$ cat src/acq_mf_defs.svh
`ifndef ACQ_MF_DEFS_SVH
`define ACQ_MF_DEFS_SVH

// register indices, byte address is four times the index
`define IDX_CW_STRENGTH_THRESHOLD_WEIGHT_FORCE 8'h4a
`define IDX_SNR_THRESHOLD_ONE                  8'h4c
`define IDX_SNR_THRESHOLD_TWO                  8'h4e
`define IDX_DC_OFFSET_THRESHOLD                8'h50
`define IDX_PREAMBLE_LEAD_COEFF                8'h52
`define IDX_PREAMBLE_LAG_COEFF                 8'h54
`define IDX_PAYLOAD_LEAD_COEFF                 8'h56
`define IDX_PAYLOAD_LAG_COEFF                  8'h58
`define IDX_FALSE_ALARM_TARGET                 8'h5a
`define IDX_ACQUISITION_TIMELINE               8'h5c
`define IDX_ACQUISITION_THRESHOLDS             8'h5e
`define IDX_STEP                               8'h02
`define NUM_REGS                               11

// field positions
`define FORCE_DEFAULT_BIT    6
`define FORCE_CALC_BIT       5
`define CW_THR_MSB           4
`define SNR1_THR_MSB         3
`define SNR2_THR_MSB         4
`define DC_THR_MSB           5
`define COEFF_MSB            5
`define SQ_THR_MSB           5
`define LONG_PRE_DIS_BIT     7
`define DIV_RECEIVED_STRENGTH_LEVEL_BIT         6
`define FAR_DISABLE_BIT      7
`define ED_GATE_BIT          6
`define FAR_TARGET_SHIFT     5

// reset values
`define CFG_RESET            8'h00

// false alarm observation window, in detector samples
`define FAR_WINDOW_SAMPLES   65536

// bus answers
`define RESP_OKAY            2'b00
`define RESP_SLVERR          2'b10

`endif

$ cat src/acq_mf_pkg.sv
package acq_mf_pkg;

  typedef logic [7:0] cfg_byte_t;
  typedef logic [5:0] sq_thr_t;
  typedef logic [1:0] axi_resp_t;

endpackage

$ cat src/acquisition_mf_control_regs.sv
// Behaviour
// - force-default bit 6 set makes the receiver always use default weights
// - continuous-wave strength threshold is bits 4:0, 0 to 31 dB
// - first signal-to-noise threshold is bits 3:0, 0 to 15 dB
// - second signal-to-noise threshold is bits 4:0, 0 to 31 dB
// - dc compensation only while strength exceeds noise level plus 6-bit threshold
// - preamble lead and lag coefficients, 6 bits, 000000=0 to 100000=4
// - payload lead and lag coefficients, same 6-bit encoding
// - false alarm disable 0: first quality threshold adapts continuously
// - false alarm disable 1: first quality threshold held at programmed bits 5:0
// - first quality threshold 6 bits, initial detect and adaptation start value
// - acquisition bit 6: 0 quality alone, 1 energy detect and quality
// - timeline bit 7 set treats every preamble as short
// - long preamble diversity uses channel factors or strength per bit 6
// - second quality threshold 6 bits, applied in verify cycle
// - unused bits are plain storage with no effect
// - default weights on the three weak-signal cases, else calculated
`timescale 1ns/100ps
`include "acq_mf_defs.svh"

module acquisition_mf_control_regs
  import acq_mf_pkg::*;
#(
  parameter int FAR_WINDOW = `FAR_WINDOW_SAMPLES
) (
  // clock and reset
  input  wire logic       aclk,
  input  wire logic       aresetn,
  // axi4-lite write address
  input  wire logic [31:0] awaddr,
  input  wire logic [2:0]  awprot,
  input  wire logic        awvalid,
  output logic             awready,
  // axi4-lite write data
  input  wire logic [31:0] wdata,
  input  wire logic [3:0]  wstrb,
  input  wire logic        wvalid,
  output logic             wready,
  // axi4-lite write response
  output axi_resp_t        bresp,
  output logic             bvalid,
  input  wire logic        bready,
  // axi4-lite read address
  input  wire logic [31:0] araddr,
  input  wire logic [2:0]  arprot,
  input  wire logic        arvalid,
  output logic             arready,
  // axi4-lite read data
  output logic [31:0]      rdata,
  output axi_resp_t        rresp,
  output logic             rvalid,
  input  wire logic        rready,
  // receiver status, same clock
  input  wire logic        packet_start,
  input  wire logic        in_payload,
  input  wire logic        continuous_wave,
  input  wire logic        delay_spread_low,
  input  wire logic [7:0]  received_strength_level,
  input  wire logic [7:0]  noise_level_estimate,
  input  wire logic        energy_detect,
  input  wire logic        quality_sample,
  input  wire logic [5:0]  signal_quality_one,
  // receiver controls
  output logic             matched_filter_weights_default,
  output logic             dc_comp_enable,
  output logic [5:0]       loop_lead_coeff,
  output logic [5:0]       loop_lag_coeff,
  output sq_thr_t          sq_threshold_one,
  output sq_thr_t          sq_threshold_two,
  output logic             acquisition_detect,
  output logic             long_preamble_enable,
  output logic             diversity_use_strength
);

  // ****************************************************
  // register map
  // ****************************************************
  localparam logic [7:0] IDX_FIRST = `IDX_CW_STRENGTH_THRESHOLD_WEIGHT_FORCE;
  localparam int         NREG      = `NUM_REGS;
  localparam int         WCNT_W    = $clog2(FAR_WINDOW + 1);

  cfg_byte_t regs_q [NREG];

  // even indices from the first one, eleven of them, each two words apart
  function automatic logic hit(input logic [31:0] addr);
    logic [7:0] rel;
    rel = addr[9:2] - IDX_FIRST;
    hit = (addr[31:10] == 22'h0) && (addr[9:2] >= IDX_FIRST) && !rel[0]
          && (rel < 8'(`NUM_REGS * 2));
  endfunction

  function automatic logic [3:0] slot(input logic [31:0] addr);
    logic [7:0] rel;
    rel = addr[9:2] - IDX_FIRST;
    slot = rel[4:1];
  endfunction

  // ****************************************************
  // write channel
  // ****************************************************
  logic        aw_full_q;
  logic        w_full_q;
  logic [31:0] awaddr_q;
  logic [7:0]  wdata_q;
  logic        wlane_q;
  logic        awready_q;
  logic        wready_q;
  logic        bvalid_q;
  axi_resp_t   bresp_q;

  wire aw_hs     = awvalid & awready_q;
  wire w_hs      = wvalid & wready_q;
  wire do_write  = aw_full_q & w_full_q & ~bvalid_q;
  wire wr_hit    = hit(awaddr_q);
  wire [3:0] wr_slot = slot(awaddr_q);
  wire aw_full_d = aw_full_q ? ~do_write : aw_hs;
  wire w_full_d  = w_full_q ? ~do_write : w_hs;
  wire bvalid_d  = do_write | (bvalid_q & ~bready);

  always_ff @(posedge aclk) begin
    if (!aresetn) begin
      aw_full_q <= 1'b0;
      w_full_q  <= 1'b0;
      awready_q <= 1'b0;
      wready_q  <= 1'b0;
      bvalid_q  <= 1'b0;
    end else begin
      aw_full_q <= aw_full_d;
      w_full_q  <= w_full_d;
      awready_q <= ~aw_full_d;
      wready_q  <= ~w_full_d;
      bvalid_q  <= bvalid_d;
    end
  end

  always_ff @(posedge aclk) begin
    if (!aresetn) begin
      awaddr_q <= 32'h0;
      wdata_q  <= 8'h00;
      wlane_q  <= 1'b0;
      bresp_q  <= `RESP_OKAY;
    end else begin
      if (aw_hs)
        awaddr_q <= awaddr;
      if (w_hs) begin
        wdata_q <= wdata[7:0];
        wlane_q <= wstrb[0];
      end
      if (do_write)
        bresp_q <= wr_hit ? `RESP_OKAY : `RESP_SLVERR;
    end
  end

  // all eight bits stored, spare ones included, and read back unchanged
  always_ff @(posedge aclk) begin
    if (!aresetn) begin
      for (int i = 0; i < NREG; i++)
        regs_q[i] <= `CFG_RESET;
    end else if (do_write && wr_hit && wlane_q) begin
      regs_q[wr_slot] <= wdata_q;
    end
  end

  // ****************************************************
  // read channel
  // ****************************************************
  logic        arready_q;
  logic        rvalid_q;
  logic [31:0] rdata_q;
  axi_resp_t   rresp_q;

  wire ar_hs    = arvalid & arready_q;
  wire rd_hit   = hit(araddr);
  wire [3:0] rd_slot = slot(araddr);
  wire rvalid_d = ar_hs | (rvalid_q & ~rready);

  always_ff @(posedge aclk) begin
    if (!aresetn) begin
      arready_q <= 1'b0;
      rvalid_q  <= 1'b0;
      rdata_q   <= 32'h0;
      rresp_q   <= `RESP_OKAY;
    end else begin
      arready_q <= ~rvalid_d;
      rvalid_q  <= rvalid_d;
      if (ar_hs) begin
        rdata_q <= rd_hit ? {24'h0, regs_q[rd_slot]} : 32'h0;
        rresp_q <= rd_hit ? `RESP_OKAY : `RESP_SLVERR;
      end
    end
  end

  // ****************************************************
  // field decode
  // ****************************************************
  wire cfg_byte_t r_cw    = regs_q[0];
  wire cfg_byte_t r_snr1  = regs_q[1];
  wire cfg_byte_t r_snr2  = regs_q[2];
  wire cfg_byte_t r_dc    = regs_q[3];
  wire cfg_byte_t r_plead = regs_q[4];
  wire cfg_byte_t r_plag  = regs_q[5];
  wire cfg_byte_t r_dlead = regs_q[6];
  wire cfg_byte_t r_dlag  = regs_q[7];
  wire cfg_byte_t r_far   = regs_q[8];
  wire cfg_byte_t r_tl    = regs_q[9];
  wire cfg_byte_t r_acq   = regs_q[10];

  wire far_disable = r_acq[`FAR_DISABLE_BIT];
  wire sq_thr_t sq1_prog = r_acq[`SQ_THR_MSB:0];

  // ****************************************************
  // per-packet snapshot
  // ****************************************************
  // a change in mid-packet would upset loops already running, so it waits
  logic       force_def_q;
  logic       force_calc_q;
  logic [4:0] cw_thr_q;
  logic [3:0] snr1_thr_q;
  logic [4:0] snr2_thr_q;
  logic [5:0] dc_thr_q;
  logic [5:0] pre_lead_q;
  logic [5:0] pre_lag_q;
  logic [5:0] pay_lead_q;
  logic [5:0] pay_lag_q;
  logic       ed_gate_q;
  sq_thr_t    sq2_thr_q;
  logic       long_en_q;
  logic       div_received_strength_level_q;

  always_ff @(posedge aclk) begin
    if (!aresetn) begin
      force_def_q  <= 1'b0;
      force_calc_q <= 1'b0;
      cw_thr_q     <= 5'h00;
      snr1_thr_q   <= 4'h0;
      snr2_thr_q   <= 5'h00;
      dc_thr_q     <= 6'h00;
      pre_lead_q   <= 6'h00;
      pre_lag_q    <= 6'h00;
      pay_lead_q   <= 6'h00;
      pay_lag_q    <= 6'h00;
      ed_gate_q    <= 1'b0;
      sq2_thr_q    <= 6'h00;
      long_en_q    <= 1'b0;
      div_received_strength_level_q   <= 1'b0;
    end else if (packet_start) begin
      force_def_q  <= r_cw[`FORCE_DEFAULT_BIT];
      force_calc_q <= r_cw[`FORCE_CALC_BIT];
      cw_thr_q     <= r_cw[`CW_THR_MSB:0];
      snr1_thr_q   <= r_snr1[`SNR1_THR_MSB:0];
      snr2_thr_q   <= r_snr2[`SNR2_THR_MSB:0];
      dc_thr_q     <= r_dc[`DC_THR_MSB:0];
      pre_lead_q   <= r_plead[`COEFF_MSB:0];
      pre_lag_q    <= r_plag[`COEFF_MSB:0];
      pay_lead_q   <= r_dlead[`COEFF_MSB:0];
      pay_lag_q    <= r_dlag[`COEFF_MSB:0];
      ed_gate_q    <= r_acq[`ED_GATE_BIT];
      sq2_thr_q    <= r_tl[`SQ_THR_MSB:0];
      long_en_q    <= ~r_tl[`LONG_PRE_DIS_BIT];
      div_received_strength_level_q   <= r_tl[`DIV_RECEIVED_STRENGTH_LEVEL_BIT];
    end
  end

  // ****************************************************
  // weight selection and dc compensation
  // ****************************************************
  wire [8:0] nf9       = {1'b0, noise_level_estimate};
  wire [8:0] rssi9     = {1'b0, received_strength_level};
  wire [8:0] cw_lim    = nf9 + {4'h0, cw_thr_q};
  wire [8:0] snr1_lim  = nf9 + {5'h00, snr1_thr_q};
  wire [8:0] snr2_lim  = nf9 + {4'h0, snr2_thr_q};
  wire [8:0] dc_lim    = nf9 + {3'h0, dc_thr_q};

  wire weak_signal = (continuous_wave && rssi9 < cw_lim)
                   || (!continuous_wave && rssi9 < snr1_lim)
                   || (!continuous_wave && delay_spread_low && rssi9 < snr2_lim);

  // both forces set is undefined; default is the safer pick
  wire use_default = force_def_q ? 1'b1
                   : force_calc_q ? 1'b0
                   : weak_signal;

  wire dc_en = rssi9 > dc_lim;

  // ****************************************************
  // false alarm adaptation
  // ****************************************************
  logic [WCNT_W-1:0] win_cnt_q;
  logic [16:0]       hits_q;
  sq_thr_t           sq1_thr_q;
  logic              thr_load_q;

  wire quality_hit = signal_quality_one > sq1_thr_q;
  wire win_end     = quality_sample && (win_cnt_q == WCNT_W'(FAR_WINDOW - 1));
  wire [16:0] hits_now = hits_q + {16'h0, quality_hit};
  wire [16:0] target   = {4'h0, r_far, 5'h00};

  // any write of the threshold register with byte lane 0 enabled restarts adaptation from the programmed value,
  // otherwise a value set while adaptation runs would never be used for detection
  wire acq_wr = do_write && wr_hit && wlane_q && (wr_slot == 4'ha);

  always_ff @(posedge aclk) begin
    if (!aresetn)
      thr_load_q <= 1'b0;
    else
      thr_load_q <= acq_wr;
  end

  always_ff @(posedge aclk) begin
    if (!aresetn) begin
      win_cnt_q <= '0;
      hits_q    <= 17'h0;
      sq1_thr_q <= 6'h00;
    end else if (far_disable || thr_load_q) begin
      win_cnt_q <= '0;
      hits_q    <= 17'h0;
      sq1_thr_q <= sq1_prog;
    end else if (quality_sample) begin
      win_cnt_q <= win_end ? '0 : win_cnt_q + 1'b1;
      hits_q    <= win_end ? 17'h0 : hits_now;
      // too many hits raise the threshold, too few lower it, one step a window
      if (win_end && hits_now > target && sq1_thr_q != 6'h3f)
        sq1_thr_q <= sq1_thr_q + 6'h01;
      else if (win_end && hits_now < target && sq1_thr_q != 6'h00)
        sq1_thr_q <= sq1_thr_q - 6'h01;
    end
  end

  // ****************************************************
  // output registers
  // ****************************************************
  logic       def_w_q;
  logic       dc_en_q;
  logic [5:0] lead_q;
  logic [5:0] lag_q;
  logic       acq_q;

  always_ff @(posedge aclk) begin
    if (!aresetn) begin
      def_w_q <= 1'b0;
      dc_en_q <= 1'b0;
      lead_q  <= 6'h00;
      lag_q   <= 6'h00;
      acq_q   <= 1'b0;
    end else begin
      def_w_q <= use_default;
      dc_en_q <= dc_en;
      lead_q  <= in_payload ? pay_lead_q : pre_lead_q;
      lag_q   <= in_payload ? pay_lag_q : pre_lag_q;
      acq_q   <= quality_sample && quality_hit
                 && (!ed_gate_q || energy_detect);
    end
  end

  assign awready = awready_q;
  assign wready  = wready_q;
  assign bvalid  = bvalid_q;
  assign bresp   = bresp_q;
  assign arready = arready_q;
  assign rvalid  = rvalid_q;
  assign rdata   = rdata_q;
  assign rresp   = rresp_q;

  assign matched_filter_weights_default = def_w_q;
  assign dc_comp_enable                 = dc_en_q;
  assign loop_lead_coeff                = lead_q;
  assign loop_lag_coeff                 = lag_q;
  assign sq_threshold_one               = sq1_thr_q;
  assign sq_threshold_two               = sq2_thr_q;
  assign acquisition_detect             = acq_q;
  assign long_preamble_enable           = long_en_q;
  assign diversity_use_strength         = div_received_strength_level_q;

endmodule

$ cat config.mk
export PLATFORM = sky130hd
export DESIGN_NAME = acquisition_mf_control_regs
export DESIGN_NICKNAME = d
export VERILOG_FILES = /design/src/acq_mf_pkg.sv /design/src/acquisition_mf_control_regs.sv
export VERILOG_INCLUDE_DIRS = /design/src /design/src/src
export SDC_FILE = /design/constraint.sdc
export NUM_CORES = 1
export LEC_CHECK = 0
export BUFFER_PORTS_ARGS = -buffer_cell sky130_fd_sc_hd__buf_2
export CAP_MARGIN = 20
export CORE_MARGIN = 3
export CORE_UTILIZATION = 62
export DETAILED_ROUTE_END_ITERATION = 8
export GPL_TIMING_DRIVEN = 0
export HOLD_SLACK_MARGIN = 0.06
export PLACE_DENSITY = 0.85
export SYNTH_ARGS = -nofsm -noshare
export SYNTH_HDL_FRONTEND = slang
export SYNTH_SLANG_ARGS = --single-unit
export TNS_END_PERCENT = 10
$ cat constraint.sdc
create_clock -name aclk -period 9.3 [get_ports aclk]
set_input_delay 1.86 -clock aclk [delete_from_list [all_inputs] [get_ports aclk]]
set_output_delay 1.86 -clock aclk [all_outputs]
set_load 0.005 [all_outputs]
Word level (Yosys, flattened, before mapping):

Memory sizes are Yosys's and may differ from the RTL's. A register that Yosys moved wholly into a read port is not among the register bits.
Cells that the tools add are included.

* flip-flop bits (word level): 149
* RAM bits: 88
* input bits: 141
* output and inout bits: 70
* word-level logic and storage cells: 135
* memories kept: 1

Memories
* regs_q: words 11, bits a word 8, read ports 12, clocked after Yosys merged registers in 8, wr ports 11, line acquisition_mf_control_regs.sv:82 `cfg_byte_t regs_q [NREG];`

* $add $sub $neg: 10
* $lt $le $gt $ge: 11
* equality and inequality tests: 3
* multiplexer cells: 22
* bitwise logic cells: 18
* reductions and logical operators: 44

Operators with widths (count)
* 22-bit logical NOT: 2
* 6-bit two-way mux: 6
* 17-bit two-way mux: 2
* 8-bit by 9-bit less-than comparator with 1-bit output: 3
* 1-bit logical AND: 20
* 8-bit by 5-bit adder with 9-bit output: 2
* 17-bit by 1-bit adder with 17-bit output: 1
* 17-bit by 1-bit adder with 17-bit output, second input constant: 1
* 17-bit by 16-bit equality test with 1-bit output, second input constant: 1
* 17-bit by 13-bit greater-than comparator with 1-bit output: 1
* 17-bit by 13-bit less-than comparator with 1-bit output: 1
* 8-bit by 7-bit >= comparator with 1-bit output, second input constant: 2
* 8-bit by 5-bit less-than comparator with 1-bit output, second input constant: 2
* 8-bit two-way mux: 2
* 8-bit by 7-bit subtractor with 8-bit output, second input constant: 2
* 1-bit logical NOT: 12
* 8-bit by 4-bit adder with 9-bit output: 1
* 8-bit by 6-bit adder with 9-bit output: 1
* 8-bit by 9-bit greater-than comparator with 1-bit output: 1
* 1-bit two-way mux: 9
* 1-bit NOT: 9
* 8-bit OR reduction: 1
* 1-bit AND: 7
* 6-bit by 1-bit adder with 6-bit output, second input constant: 1
* 13 further kinds: 18

Longest topological paths before layout:

Gate-level depths: netlist of the first run.

* word-level depth: 11
* depth in mapped cells: 29
* mapped depth without buffers: 28

Least setup slack after synthesis of the first run:

OpenSTA, ideal clock, no wires.

* path type: in2reg
* from: input port signal_quality_one[1]
* to: register sq1_thr_q[5], in the netlist sq_threshold_one[5]
* setup time: 0.062 ns
* arrival time: 6.869 ns
* required time: 9.238 ns
* setup slack: 2.369 ns
* stages on the path: 28
* buffers on the path: 1
* cells stage by stage: ha_1 > nor2b_1 > o21a_1 > o21a_1 > o21a_1 > o21ai_0 > a32oi_1 > ha_1 > ha_1 > and3_1 > clkbuf_1 > nand3_1 > nor2_1 > xnor2_1 > ha_1 > nand4b_1 > or4_1 > nor3_2 > o21ai_0 > nand2_1 > ha_1 > a21o_1 > a21oi_1 > o21bai_1 > a21oi_1 > nor4b_1 > or4_1 > nand3_1

* cells in the longest elaborated chain, start to end: 8
* elaborated cells between the ends (all ways): 13
* classes of those cells: add/sub: 1; order compare: 3; mux: 3; reduce/logical: 6

Ends and longest elaborated chain
* start: declaration: line acquisition_mf_control_regs.sv:62 `input wire logic [5:0] signal_quality_one,`
* 6-bit greater-than comparator (*): line acquisition_mf_control_regs.sv:293 `wire quality_hit = signal_quality_one > sq1_thr_q;`
* 17-bit by 1-bit adder with 17-bit output (*): line acquisition_mf_control_regs.sv:295 `wire [16:0] hits_now = hits_q + {16'h0, quality_hit};`
* 17-bit by 13-bit greater-than comparator with 1-bit output: line acquisition_mf_control_regs.sv:322 `if (win_end && hits_now > target && sq1_thr_q != 6'h3f)`
* 1-bit logical AND (2 in a row): line acquisition_mf_control_regs.sv:322
* 6-bit two-way mux: line acquisition_mf_control_regs.sv:322
* 6-bit two-way mux: line acquisition_mf_control_regs.sv:318 `end else if (quality_sample) begin`
* 6-bit two-way mux: line acquisition_mf_control_regs.sv:314 `end else if (far_disable || thr_load_q) begin`
* end signal: assignment: line acquisition_mf_control_regs.sv:317 `sq1_thr_q <= sq1_prog;`
* end signal: assignment: line acquisition_mf_control_regs.sv:323 `sq1_thr_q <= sq1_thr_q + 6'h01;`
* end signal: assignment: line acquisition_mf_control_regs.sv:325 `sq1_thr_q <= sq1_thr_q - 6'h01;`
* end: declaration: line acquisition_mf_control_regs.sv:290 `sq_thr_t sq1_thr_q;`

Every way passes the cells marked *; elsewhere a longest branch is shown, timed or not. The select of a mux whose other input is x is not followed.
A chain may end at the register's enable or synchronous reset.

Worst setup path in the final report of the first run:

Ends and elaborated chain as after synthesis.

==> run_results.csv, run 1 <==
group,metric,value,unit
global_routing,grt_max_degree,16,
min_path,holdCritPathClass,"flip-flop to flip-flop",
sta,worst_pin_slew,1.005,ns
global_routing,grt_pass1_vias,10992,
clock_tree,cts_buffers,30,
setup_path,critPathLaunch,"signal_quality_one[1]",
yosys,yosys-top-cells-area,"edfxtp_1, dfxtp_1, ha_1",
setup_path,crit_top_cell,"ha_1",
clock_tree,cts_setup_buffers,0,
yosys,synth-edff-count,120,
finish,antenna_cells,0,
die,start_util,0.6312,
sta,hold_violations,0,
clock_tree,cts_hold_buf,0,
setup_path,cpLargestDelayFamily,"compound AO/OA/AOI/OAI gates",
drt,postRouteWirelength,36.57,mm
drt,vias,11098,
yosys,synth_top_area_share,0.2425,
die,die_area,0.02586,mm²
yosys,ys.flop_type,"dfxtp_1",
sta,finalMaxSlewViolations,0,
drt,ant_nets,0,
placement,port_buffers,143,
run,drv_cap,0,
setup_path,r2r_slack,2.53,ns
drt,drtIter0Drc,973,
min_path,whs_path_depth,2,
min_path,holdCritStartpoint,"awaddr_q[16]$_SDFFE_PN0P_",
drt,wl_per_cell,18.67,µm
setup_path,r2r_cells,29,
power_and_ir_drop,power.density,173.4,mW/mm²
sta,worst_slew_margin_rel,0.3278,
global_routing,gr-total-overflow,0,
yosys,synth_cell_types,80,
setup_path,worstPathMaxFanout,6,
die,ios,211,
finish,finish.net_count,1835,
setup_path,critPathBufInv,2,
yosys,syn_area,0.01486,mm²
finish,area_delta_synth_final,16.15,%
setup_path,worstPathArrival,8.09,ns
yosys,synth_seq_area_share,0.4782,
setup_path,r2r_end,"sq_threshold_one[5]$_SDFFE_PN0P_",
finish,design_area,0.01726,mm²
clock_tree,ctsResizeCount,0,
placement,gp_congestion,0.8737,
clock_tree,clk_root_buffer_cell,"clkbuf_16",
power_and_ir_drop,power.total,2.993,mW
die,die_x,160.8,µm
setup_path,cp-start-kind,"input port",
global_routing,antenna_found_initial,1,
run_status,status,"finished, final reports clean",
clock_tree,clock_sinks,295,
yosys,synthTopCellsByCount,"dfxtp_1, nor2_1, edfxtp_1",
yosys,synthArstFlopShare,0,
clock_tree,cts_tree,"yes",
clock_tree,htreeDepth,1,
finish,drive_gt1_frac,0.1872,
die,core_area,0.02354,mm²
die,die_y,160.8,µm
yosys,synth_seq_cells,295,
yosys,netlist_instances,1376,
global_routing,grt_pass1_wl,57.59,mm
drt,avgViaCountPerCell,5.665,
sta,fin_crit_sh,0.8167,
yosys,synth.largest_area_cell,"edfxtp_1",
sta,fin_skew,0.02033,ns
global_routing,gr-usage-all-layers,0.2795,
setup_path,r2r-start,"sq_threshold_one[1]$_SDFFE_PN0P_",
min_path,hold_end,"awaddr_q[16]$_SDFFE_PN0P_",
setup_path,crit_type,"input port to flip-flop",
sta,max_freq,131.7,MHz
yosys,yosysMostFrequentCell,"dfxtp_1",
clock_tree,clockBufferDepth,3,
setup_path,required,9.80,ns
yosys,syn_area_per_cell,10.80,µm²
drt,dr.pass1.iters,5,
clock_tree,clk_pin_slew,0.06,ns
power_and_ir_drop,p_leak,7.262,nW
setup_path,cp_slowest_stage_delay,0.67,ns
sta,layout_min_cycle_time,7.596,ns
yosys,yosysWarnings,0,
power_and_ir_drop,irDropWorstVdd,0.0001557,V
clock_tree,clk_latency,0.56,ns
placement,place_hpwl,26.64,mm
setup_path,worst_setup_path_end_kind,"flip-flop",
sta,finalSetupViolCount,0,
sta,final.setup.tns,0,ns
placement,post_dp_cell_area,0.01622,mm²
sta,rsz0062_at_grt,"no",
setup_path,crit_slowest_cell,"a211oi_1",
die,rows,56,
drt,drc,0,
==> routing by layer <==
metal	vias to the layer above	track usage	wire, µm
met3	78	0.04385	2729
met4	0	0.1021	1283
met1	5270	0.3522	14660
met2	466	0.4896	17900
li1	5284	-	-
met5	-	0	0
==> layout by cell type, fill, tap and decap left out, types with 36 or more instances in the layout <==
master,Yosys,final
a21boi_0,42,42
a21oi_1,46,46
buf_2,11,154
clkbuf_1,46,49
conb_1,1,66
dfxtp_1,175,175
edfxtp_1,120,120
ha_1,73,73
inv_1,44,44
mux2i_1,75,75
mux4_2,36,36
nand2_1,119,119
nor2_1,138,138
nor2b_1,98,98
==> where the power goes <==
group / leakage, nW / internal (mW) / switching, mW
clock network: 0.519 / 0.736 / 0.516
registers: 2.64 / 1.39 / 0.0285
logic: 4.10 / 0.148 / 0.174
total: 7.26 / 2.27 / 0.719
==> worst max-delay path by stage <==
stage,to,cells past startpoint
finish,sq_threshold_one[5]$_SDFFE_PN0P_,29
global route,sq_threshold_one[5]$_SDFFE_PN0P_,29
CTS,sq_threshold_one[5]$_SDFFE_PN0P_,29
detailed placement,sq_threshold_one[5]$_SDFFE_PN0P_,29
global placement,sq_threshold_one[5]$_SDFFE_PN0P_,29
floorplan,sq_threshold_one[5]$_SDFFE_PN0P_,28
==> through the flow <==
step,cells,utilization,hold WS [ns],setup slack (ns)
floorplan,1441,-,0.4431,2.369
global placement,1903,0.6889,0.4518,1.409
detailed placement,1903,0.6889,0.4572,1.304
CTS,1959,0.7332,0.4648,1.842
global route,1959,0.7332,0.4869,1.248
finish,1959,0.7332,0.4603,1.704
==> worst min-delay path, cell delays in order, from the launching register on <==
cell and delay, ns:
dfxtp_1 0.30, nand2_1 0.04, a21boi_0 0.06
==> area by class of cell <==
| cell class | count | area, µm² |
|---|---|---|
| Buffer | 92 | 476.7 |
| Clock buffer | 38 | 853.3 |
| Clock inverter | 18 | 187.7 |
| Fill cell | 1637 | 6282 |
| Inverter | 44 | 165.2 |
| Multi-Input combinational cell | 1010 | 7356 |
| Sequential cell | 295 | 7107 |
| Tap cell | 319 | 399.1 |
| Timing Repair Buffer | 143 | 715.7 |
==> cells by family (layout without fill, tap and decap cells) <==
kind of cell             count (synthesis)  after routing  synth area share
AND/OR/NAND/NOR                        503            503            0.1753
buffers and inverters                  136            335           0.04319
adder cells (fa/ha/maj)                 78             78           0.06820
AO/OA/AOI/OAI                          191            191           0.08841
multiplexers                           116            116            0.1129
flip-flops                             295            295            0.4782
other                                    1             66         0.0002523
XOR/XNOR                                56             56           0.03351
==> registers in the layout, indices dropped and copies added, names as in the netlist, 4 cells and up <==
signal	flops
pre_lead_q	6
awaddr_q	30
win_cnt_q	17
pay_lag_q	6
loop_lead_coeff	6
rdata	8
hits_q	17
pre_lag_q	6
snr2_thr_q	5
wdata_q	8
cw_thr_q	5
pay_lead_q	6
snr1_thr_q	4
regs_q	128
sq_threshold_one	6
dc_thr_q	6
sq_threshold_two	6
loop_lag_coeff	6
(Power assumes the default switching activity.)
==> inputs of run 2 (changes only) <==
--- a/config.mk
+++ b/config.mk
@@ -9,11 +9,11 @@
 export BUFFER_PORTS_ARGS = -buffer_cell sky130_fd_sc_hd__buf_2
 export CAP_MARGIN = 20
 export CORE_MARGIN = 3
-export CORE_UTILIZATION = 62
+export CORE_UTILIZATION = 58
 export DETAILED_ROUTE_END_ITERATION = 8
 export GPL_TIMING_DRIVEN = 0
 export HOLD_SLACK_MARGIN = 0.06
-export PLACE_DENSITY = 0.85
+export PLACE_DENSITY = 0.81
 export SYNTH_ARGS = -nofsm -noshare
 export SYNTH_HDL_FRONTEND = slang
 export SYNTH_SLANG_ARGS = --single-unit
==> constraint.sdc (replaced) <==
create_clock -name aclk -period 7.7 [get_ports aclk]
set_input_delay 1.54 -clock aclk [delete_from_list [all_inputs] [get_ports aclk]]
set_output_delay 1.54 -clock aclk [all_outputs]
set_load 0.005 [all_outputs]
==> run 2 against run 1 <==
- combinational power increased by 21%
- sequential power rose by 20%
- clock power increased by 26%
- worst hold slack better by 0.0067 ns
- routed wire length decreased by 0.73%
- final area increased by 0.26%
- total power increased by 23%
- critical path type unchanged
- highest routed layer unchanged
==> run_results.csv, run 2 (synthesis gave the netlist of run 1 again) <==
group,metric,value,unit
sta,finalMaxSlewViolations,0,
drt,avgViaCountPerCell,5.661,
clock_tree,cts_setup_buffers,0,
clock_tree,cts_buffers,30,
clock_tree,cts_tree,"yes",
die,die_x,166.1,µm
placement,port_buffers,143,
setup_path,worst_setup_path_end_kind,"flip-flop",
sta,worst_pin_slew,0.9715,ns
sta,fin_crit_sh,0.9371,
placement,dp.cells,1909,
sta,layout_min_cycle_time,7.216,ns
power_and_ir_drop,netSwitchingFraction,0.2323,
power_and_ir_drop,power.total,3.688,mW
drt,drtIter0Drc,820,
sta,max_freq,138.6,MHz
placement,place_hpwl,26.55,mm
sta,fin_skew,0.007030,ns
power_and_ir_drop,p_int,2.831,mW
setup_path,crit_type,"input port to flip-flop",
power_and_ir_drop,power_frac_seq,0.464,
run_status,status,"finished, final reports clean",
global_routing,grt_pass1_vias,11070,
drt,dr.pass1.iters,5,
setup_path,crit_top_cell,"ha_1",
die,core_area,0.02475,mm²
sta,hold_slack,0.4670,ns
global_routing,gr-total-overflow,0,
die,rows,57,
finish,final_cell_mix,"dfxtp_1, buf_2, nor2_1",
setup_path,required,8.19,ns
placement,dp_slack,0.006136,ns
setup_path,cp_slowest_stage_delay,0.64,ns
sta,rsz0062_at_grt,"no",
run,drv_cap,0,
clock_tree,clock_sinks,295,
min_path,holdCritPathClass,"flip-flop to flip-flop",
setup_path,crit_slowest_cell,"a211oi_1",
min_path,holdCritStartpoint,"awaddr_q[10]$_SDFFE_PN0P_",
clock_tree,clk_root_buffer_cell,"clkbuf_16",
drt,drc,0,
global_routing,grt_max_degree,15,
global_routing,gr-usage-all-layers,0.2585,
finish,area_delta_synth_final,16.45,%
power_and_ir_drop,p_sw,0.8566,mW
global_routing,grt_pass1_wl,57.79,mm
finish,design_area,0.01731,mm²
drt,postRouteWirelength,36.30,mm
clock_tree,clk_latency,0.55,ns
drt,vias,11123,
clock_tree,htreeDepth,1,
finish,drive_gt1_frac,0.1834,
drt,ant_nets,0,
sta,hold_violations,0,
finish,layout_commonest_cell,"dfxtp_1",
finish,largest_reg_flops,128,
placement,post_dp_cell_area,0.01623,mm²
setup_path,cp-start-kind,"input port",
setup_path,r2r-start,"sq_threshold_one[1]$_SDFFE_PN0P_",
die,die_y,166.1,µm
clock_tree,cts_hold_buf,0,
sta,final.setup.tns,0,ns
finish,utilization,0.6993,
sta,timing.final.ws_setup,0.4843,ns
power_and_ir_drop,power_frac_clock,0.429,
setup_path,critPathLaunch,"signal_quality_one[1]",
finish,finish.net_count,1836,
setup_path,worstPathArrival,7.70,ns
drt,wl_per_cell,18.47,µm
global_routing,antenna_found_initial,1,
power_and_ir_drop,irDropWorstVdd,0.0001786,V
finish,regMostFlops,"regs_q",
sta,worst_slew_margin_rel,0.3501,
finish,stdcell_count,1965,
die,ios,211,
die,start_util,0.6005,
power_and_ir_drop,p_leak,7.267,nW
finish,largest_registers,"regs_q: 128 flops, awaddr_q: 30 flops",
clock_tree,ctsResizeCount,0,
setup_path,worstPathMaxFanout,6,
placement,gp_congestion,0.8693,
die,die_area,0.02758,mm²
clock_tree,clockBufferDepth,3,
sta,finalSetupViolCount,0,
power_and_ir_drop,combPwrFrac,0.106,
power_and_ir_drop,power.density,213.1,mW/mm²
finish,antenna_cells,0,
clock_tree,clk_pin_slew,0.06,ns
run 2: changes by cell type in the layout (fill, tap and decap cells not counted), sizes merged:
cell	previous run	this run
bufinv	3	7
clkbuf	85	82
inv	47	44
buf	188	189
clkinv	11	12
clkinvlp	1	2
run 2: final cells by class:
cell class | instances | area (µm²)
timing repair buffer | 144 | 720.7
buffer | 92 | 476.7
tap | 324 | 405.4
multi-input combinational | 1010 | 7356
fill | 1808 | 7442
clock inverter | 21 | 274.0
inverter | 44 | 165.2
clock buffer | 35 | 800.8
sequential | 295 | 7107
run 2: per-layer routing:
metal	up-vias	routed length, µm	track usage
met5	-	0	0
met4	0	1191	0.08535
met3	77	2883	0.04428
met2	458	17400	0.4388
met1	5308	14820	0.3397
li1	5280	-	-
run 2: worst paths after layout:
path / end / slack (ns) / cells past startpoint
max: sq_threshold_one[5]$_SDFFE_PN0P_ / 0.48 / 29
min: awaddr_q[10]$_SDFFE_PN0P_ / 0.47 / 2
max reg2reg: sq_threshold_one[5]$_SDFFE_PN0P_ / 0.98 / 29
min reg2reg: awaddr_q[10]$_SDFFE_PN0P_ / 0.47 / 2
run 2: worst max-delay path: cells and delay by family:
family | cells | cell delay [ns]
AOI/OAI and AO/OA | 13 | 2.70
xor gates and xnor gates | 1 | 0.24
adders and majority gates | 5 | 1.37
buffers and inverters | 2 | 0.31
and+or+nand+nor | 8 | 1.54
run 2: power groups by stage:
stage | logic (mW) | registers, mW | clock network (mW)
after floorplan | 0.264 | 1.73 | 0
after global placement | 0.373 | 1.74 | 0
after detailed placement | 0.387 | 1.74 | 0
after CTS | 0.391 | 1.71 | 1.59
after global routing | 0.433 | 1.72 | 1.66
final | 0.392 | 1.71 | 1.58
==> inputs of run 3 (changes only) <==
--- a/config.mk
+++ b/config.mk
@@ -6,14 +6,16 @@
 export SDC_FILE = /design/constraint.sdc
 export NUM_CORES = 1
 export LEC_CHECK = 0
-export BUFFER_PORTS_ARGS = -buffer_cell sky130_fd_sc_hd__buf_2
+export BUFFER_PORTS_ARGS = -buffer_cell sky130_fd_sc_hd__buf_4
 export CAP_MARGIN = 20
+export CELL_PAD_IN_SITES_DETAIL_PLACEMENT = 1
+export CELL_PAD_IN_SITES_GLOBAL_PLACEMENT = 2
 export CORE_MARGIN = 3
-export CORE_UTILIZATION = 58
+export CORE_UTILIZATION = 38
 export DETAILED_ROUTE_END_ITERATION = 8
 export GPL_TIMING_DRIVEN = 0
 export HOLD_SLACK_MARGIN = 0.06
-export PLACE_DENSITY = 0.81
+export PLACE_DENSITY_LB_ADDON = 0.1
 export SYNTH_ARGS = -nofsm -noshare
 export SYNTH_HDL_FRONTEND = slang
 export SYNTH_SLANG_ARGS = --single-unit
==> run 3 against run 2 <==
- clock skew grew 0.010 ns
- routed wire length grew 16%
- first-iteration DRC count shrank 35%
- final cell count grew 9.9%
- non-clock buffer count grew 1
- worst hold slack lost 0.0013 ns
- register-to-register slack gained 0.04 ns
- critical path type unchanged
- via count shrank 2.8%
- sequential power is essentially flat
- fmax grew 0.13%
- critical endpoint unchanged
- sequential share of layout area shrank 1.6 points
- worst setup slack gained 0.0095 ns
- highest routed layer unchanged
==> run_results.csv, run 3 (synthesis gave the netlist of run 1 again) <==
group,metric,value,unit
clock_tree,clockBufferDepth,3,
clock_tree,htreeDepth,2,
power_and_ir_drop,netSwitchingFraction,0.2391,
drt,avgViaCountPerCell,5.006,
drt,drtIter0Drc,536,
power_and_ir_drop,irDropWorstVdd,0.0001648,V
die,die_area,0.04152,mm²
placement,place_hpwl,32.04,mm
power_and_ir_drop,p_sw,0.9052,mW
setup_path,required,8.16,ns
sta,hold_violations,0,
sta,worst_slew_margin_rel,0.2939,
power_and_ir_drop,p_int,2.881,mW
drt,vias,10812,
setup_path,cp-endpoint,"sq_threshold_one[5]$_SDFFE_PN0P_",
die,die_x,203.8,µm
sta,worst_pin_slew,1.059,ns
min_path,holdCritPathClass,"flip-flop to flip-flop",
setup_path,r2r_end,"sq_threshold_one[5]$_SDFFE_PN0P_",
finish,drive_gt1_frac,0.1892,
die,core_area,0.03811,mm²
clock_tree,clk_latency,0.52,ns
setup_path,cp_slowest_stage_delay,0.52,ns
die,die_y,203.8,µm
setup_path,worstPathArrival,7.66,ns
drt,drc,0,
global_routing,grt_max_degree,14,
die,start_util,0.3899,
clock_tree,cts_tree,"yes",
clock_tree,clk_root_buffer_cell,"clkbuf_16",
power_and_ir_drop,power.density,210.4,mW/mm²
setup_path,worstPathMaxFanout,5,
power_and_ir_drop,p_leak,7.406,nW
sta,fin_crit_sh,0.9359,
drt,ant_nets,0,
power_and_ir_drop,combPwrFrac,0.110,
finish,final_cell_mix,"dfxtp_1, buf_4, nor2_1",
die,rows,71,
setup_path,crit_type,"input port to flip-flop",
drt,postRouteWirelength,42.17,mm
clock_tree,clk_pin_slew,0.06,ns
clock_tree,clock_sinks,295,
setup_path,crit_top_cell,"ha_1",
setup_path,r2r-start,"sq_threshold_one[1]$_SDFFE_PN0P_",
setup_path,crit_slowest_cell,"or4_1",
placement,dp.cells,2096,
power_and_ir_drop,power_frac_seq,0.452,
global_routing,gr-usage-all-layers,0.2047,
setup_path,r2r_slack,1.02,ns
placement,gp_congestion,0.7919,
sta,max_freq,138.8,MHz
finish,largest_reg_flops,128,
finish,largest_registers,"regs_q: 128 flops, awaddr_q: 30 flops",
setup_path,r2r_cells,29,
global_routing,antenna_found_initial,1,
sta,finalMaxSlewViolations,0,
power_and_ir_drop,power_frac_clock,0.437,
global_routing,gr-total-overflow,0,
run_status,status,"finished, final reports clean",
drt,wl_per_cell,19.52,µm
power_and_ir_drop,power.total,3.787,mW
placement,port_buffers,143,
finish,area_delta_synth_final,21.10,%
global_routing,grt_pass1_vias,11612,
clock_tree,cts_hold_buf,0,
finish,layout_commonest_cell,"dfxtp_1",
global_routing,grt_pass1_wl,66.20,mm
finish,regMostFlops,"regs_q",
sta,finalSetupViolCount,0,
die,ios,211,
sta,layout_min_cycle_time,7.206,ns
sta,rsz0062_at_grt,"no",
finish,finish.net_count,1842,
clock_tree,cts_buffers,35,
sta,fin_skew,0.01750,ns
setup_path,critPathLaunch,"signal_quality_one[1]",
finish,stdcell_count,2160,
setup_path,cp-start-kind,"input port",
setup_path,worst_setup_path_end_kind,"flip-flop",
run,drv_cap,0,
drt,dr.pass1.iters,4,
finish,antenna_cells,0,
==> run 3: cell count changes in the layout (fill, tap and decap cells not counted), sizes merged <==
cell    before  now
clkbuf      82   98
bufinv       7    2
clkinv      12    8
buf        189  190
==> run 3: routing by layer <==
| layer | share of wire | wire [µm] | global-route usage |
|---|---|---|---|
| met4 | 0.022 | 914 | 0.05064 |
| met1 | 0.44 | 18570 | 0.2662 |
| met5 | 0 | 0 | 0 |
| met2 | 0.49 | 20460 | 0.3541 |
| met3 | 0.053 | 2216 | 0.03735 |
==> run 3: critical path, delay by kind of cell <==
kind	cells	cell delay (ns)
AND/OR/NAND/NOR	11	2.53
AO/OA/AOI/OAI	10	1.74
adder cells (fa/ha/maj)	5	1.43
buffers and inverters	2	0.32
XOR/XNOR	1	0.13
==> run 3: final cells by class <==
cell class | count | area, µm²
fill | 4214 | 20110
multi-input combinational | 1010 | 7368
sequential | 295 | 7107
timing repair buffer | 145 | 1089
clock buffer | 51 | 1039
tap | 511 | 639.4
buffer | 92 | 476.7
inverter | 44 | 165.2
clock inverter | 12 | 112.6
==> run 3: how the worst min path moves through the flow <==
stage                              start                        end  slack [ns]  cells after the start
2_1_floorplan  awaddr_q[29]$_SDFFE_PN0P_  awaddr_q[29]$_SDFFE_PN0P_        0.44                      2
3_3_place_gp   awaddr_q[10]$_SDFFE_PN0P_  awaddr_q[10]$_SDFFE_PN0P_        0.45                      2
3_5_place_dp   awaddr_q[24]$_SDFFE_PN0P_  awaddr_q[24]$_SDFFE_PN0P_        0.46                      2
4_1_cts        awaddr_q[24]$_SDFFE_PN0P_  awaddr_q[24]$_SDFFE_PN0P_        0.47                      2
5_1_grt        awaddr_q[24]$_SDFFE_PN0P_  awaddr_q[24]$_SDFFE_PN0P_        0.49                      2
6_report       awaddr_q[21]$_SDFFE_PN0P_  awaddr_q[21]$_SDFFE_PN0P_        0.47                      2
==> run 3: through the flow <==
stage | hold WS, ns | utilization | setup slack (ns) | setup TNS, ns | instance area, µm²
floorplan | 0.4431 | - | 1.089 | 0 | 15100
global placement | 0.4539 | 0.4413 | -0.2598 | -0.2598 | 16820
detailed placement | 0.4633 | 0.4415 | -0.3319 | -0.3319 | 16820
CTS | 0.4718 | 0.4717 | 0.1821 | 0 | 17980
global route | 0.4883 | 0.4722 | 0.01128 | 0 | 18000
finish | 0.4657 | 0.4722 | 0.4937 | 0 | 18000
==> run 3: power groups by stage <==
stage	Combinational, mW	Clock, mW	Sequential [mW]
after floorplan	0.264	0	1.73
after global placement	0.413	0	1.74
after detailed placement	0.424	0	1.75
after CTS	0.425	1.70	1.71
after global routing	0.469	1.76	1.72
final	0.418	1.66	1.71
==> run 3: timing repair <==
item	4_1_cts	5_1_grt
gates resized for setup	0	2
setup endpoints to repair	0	1
buffers inserted	0	1
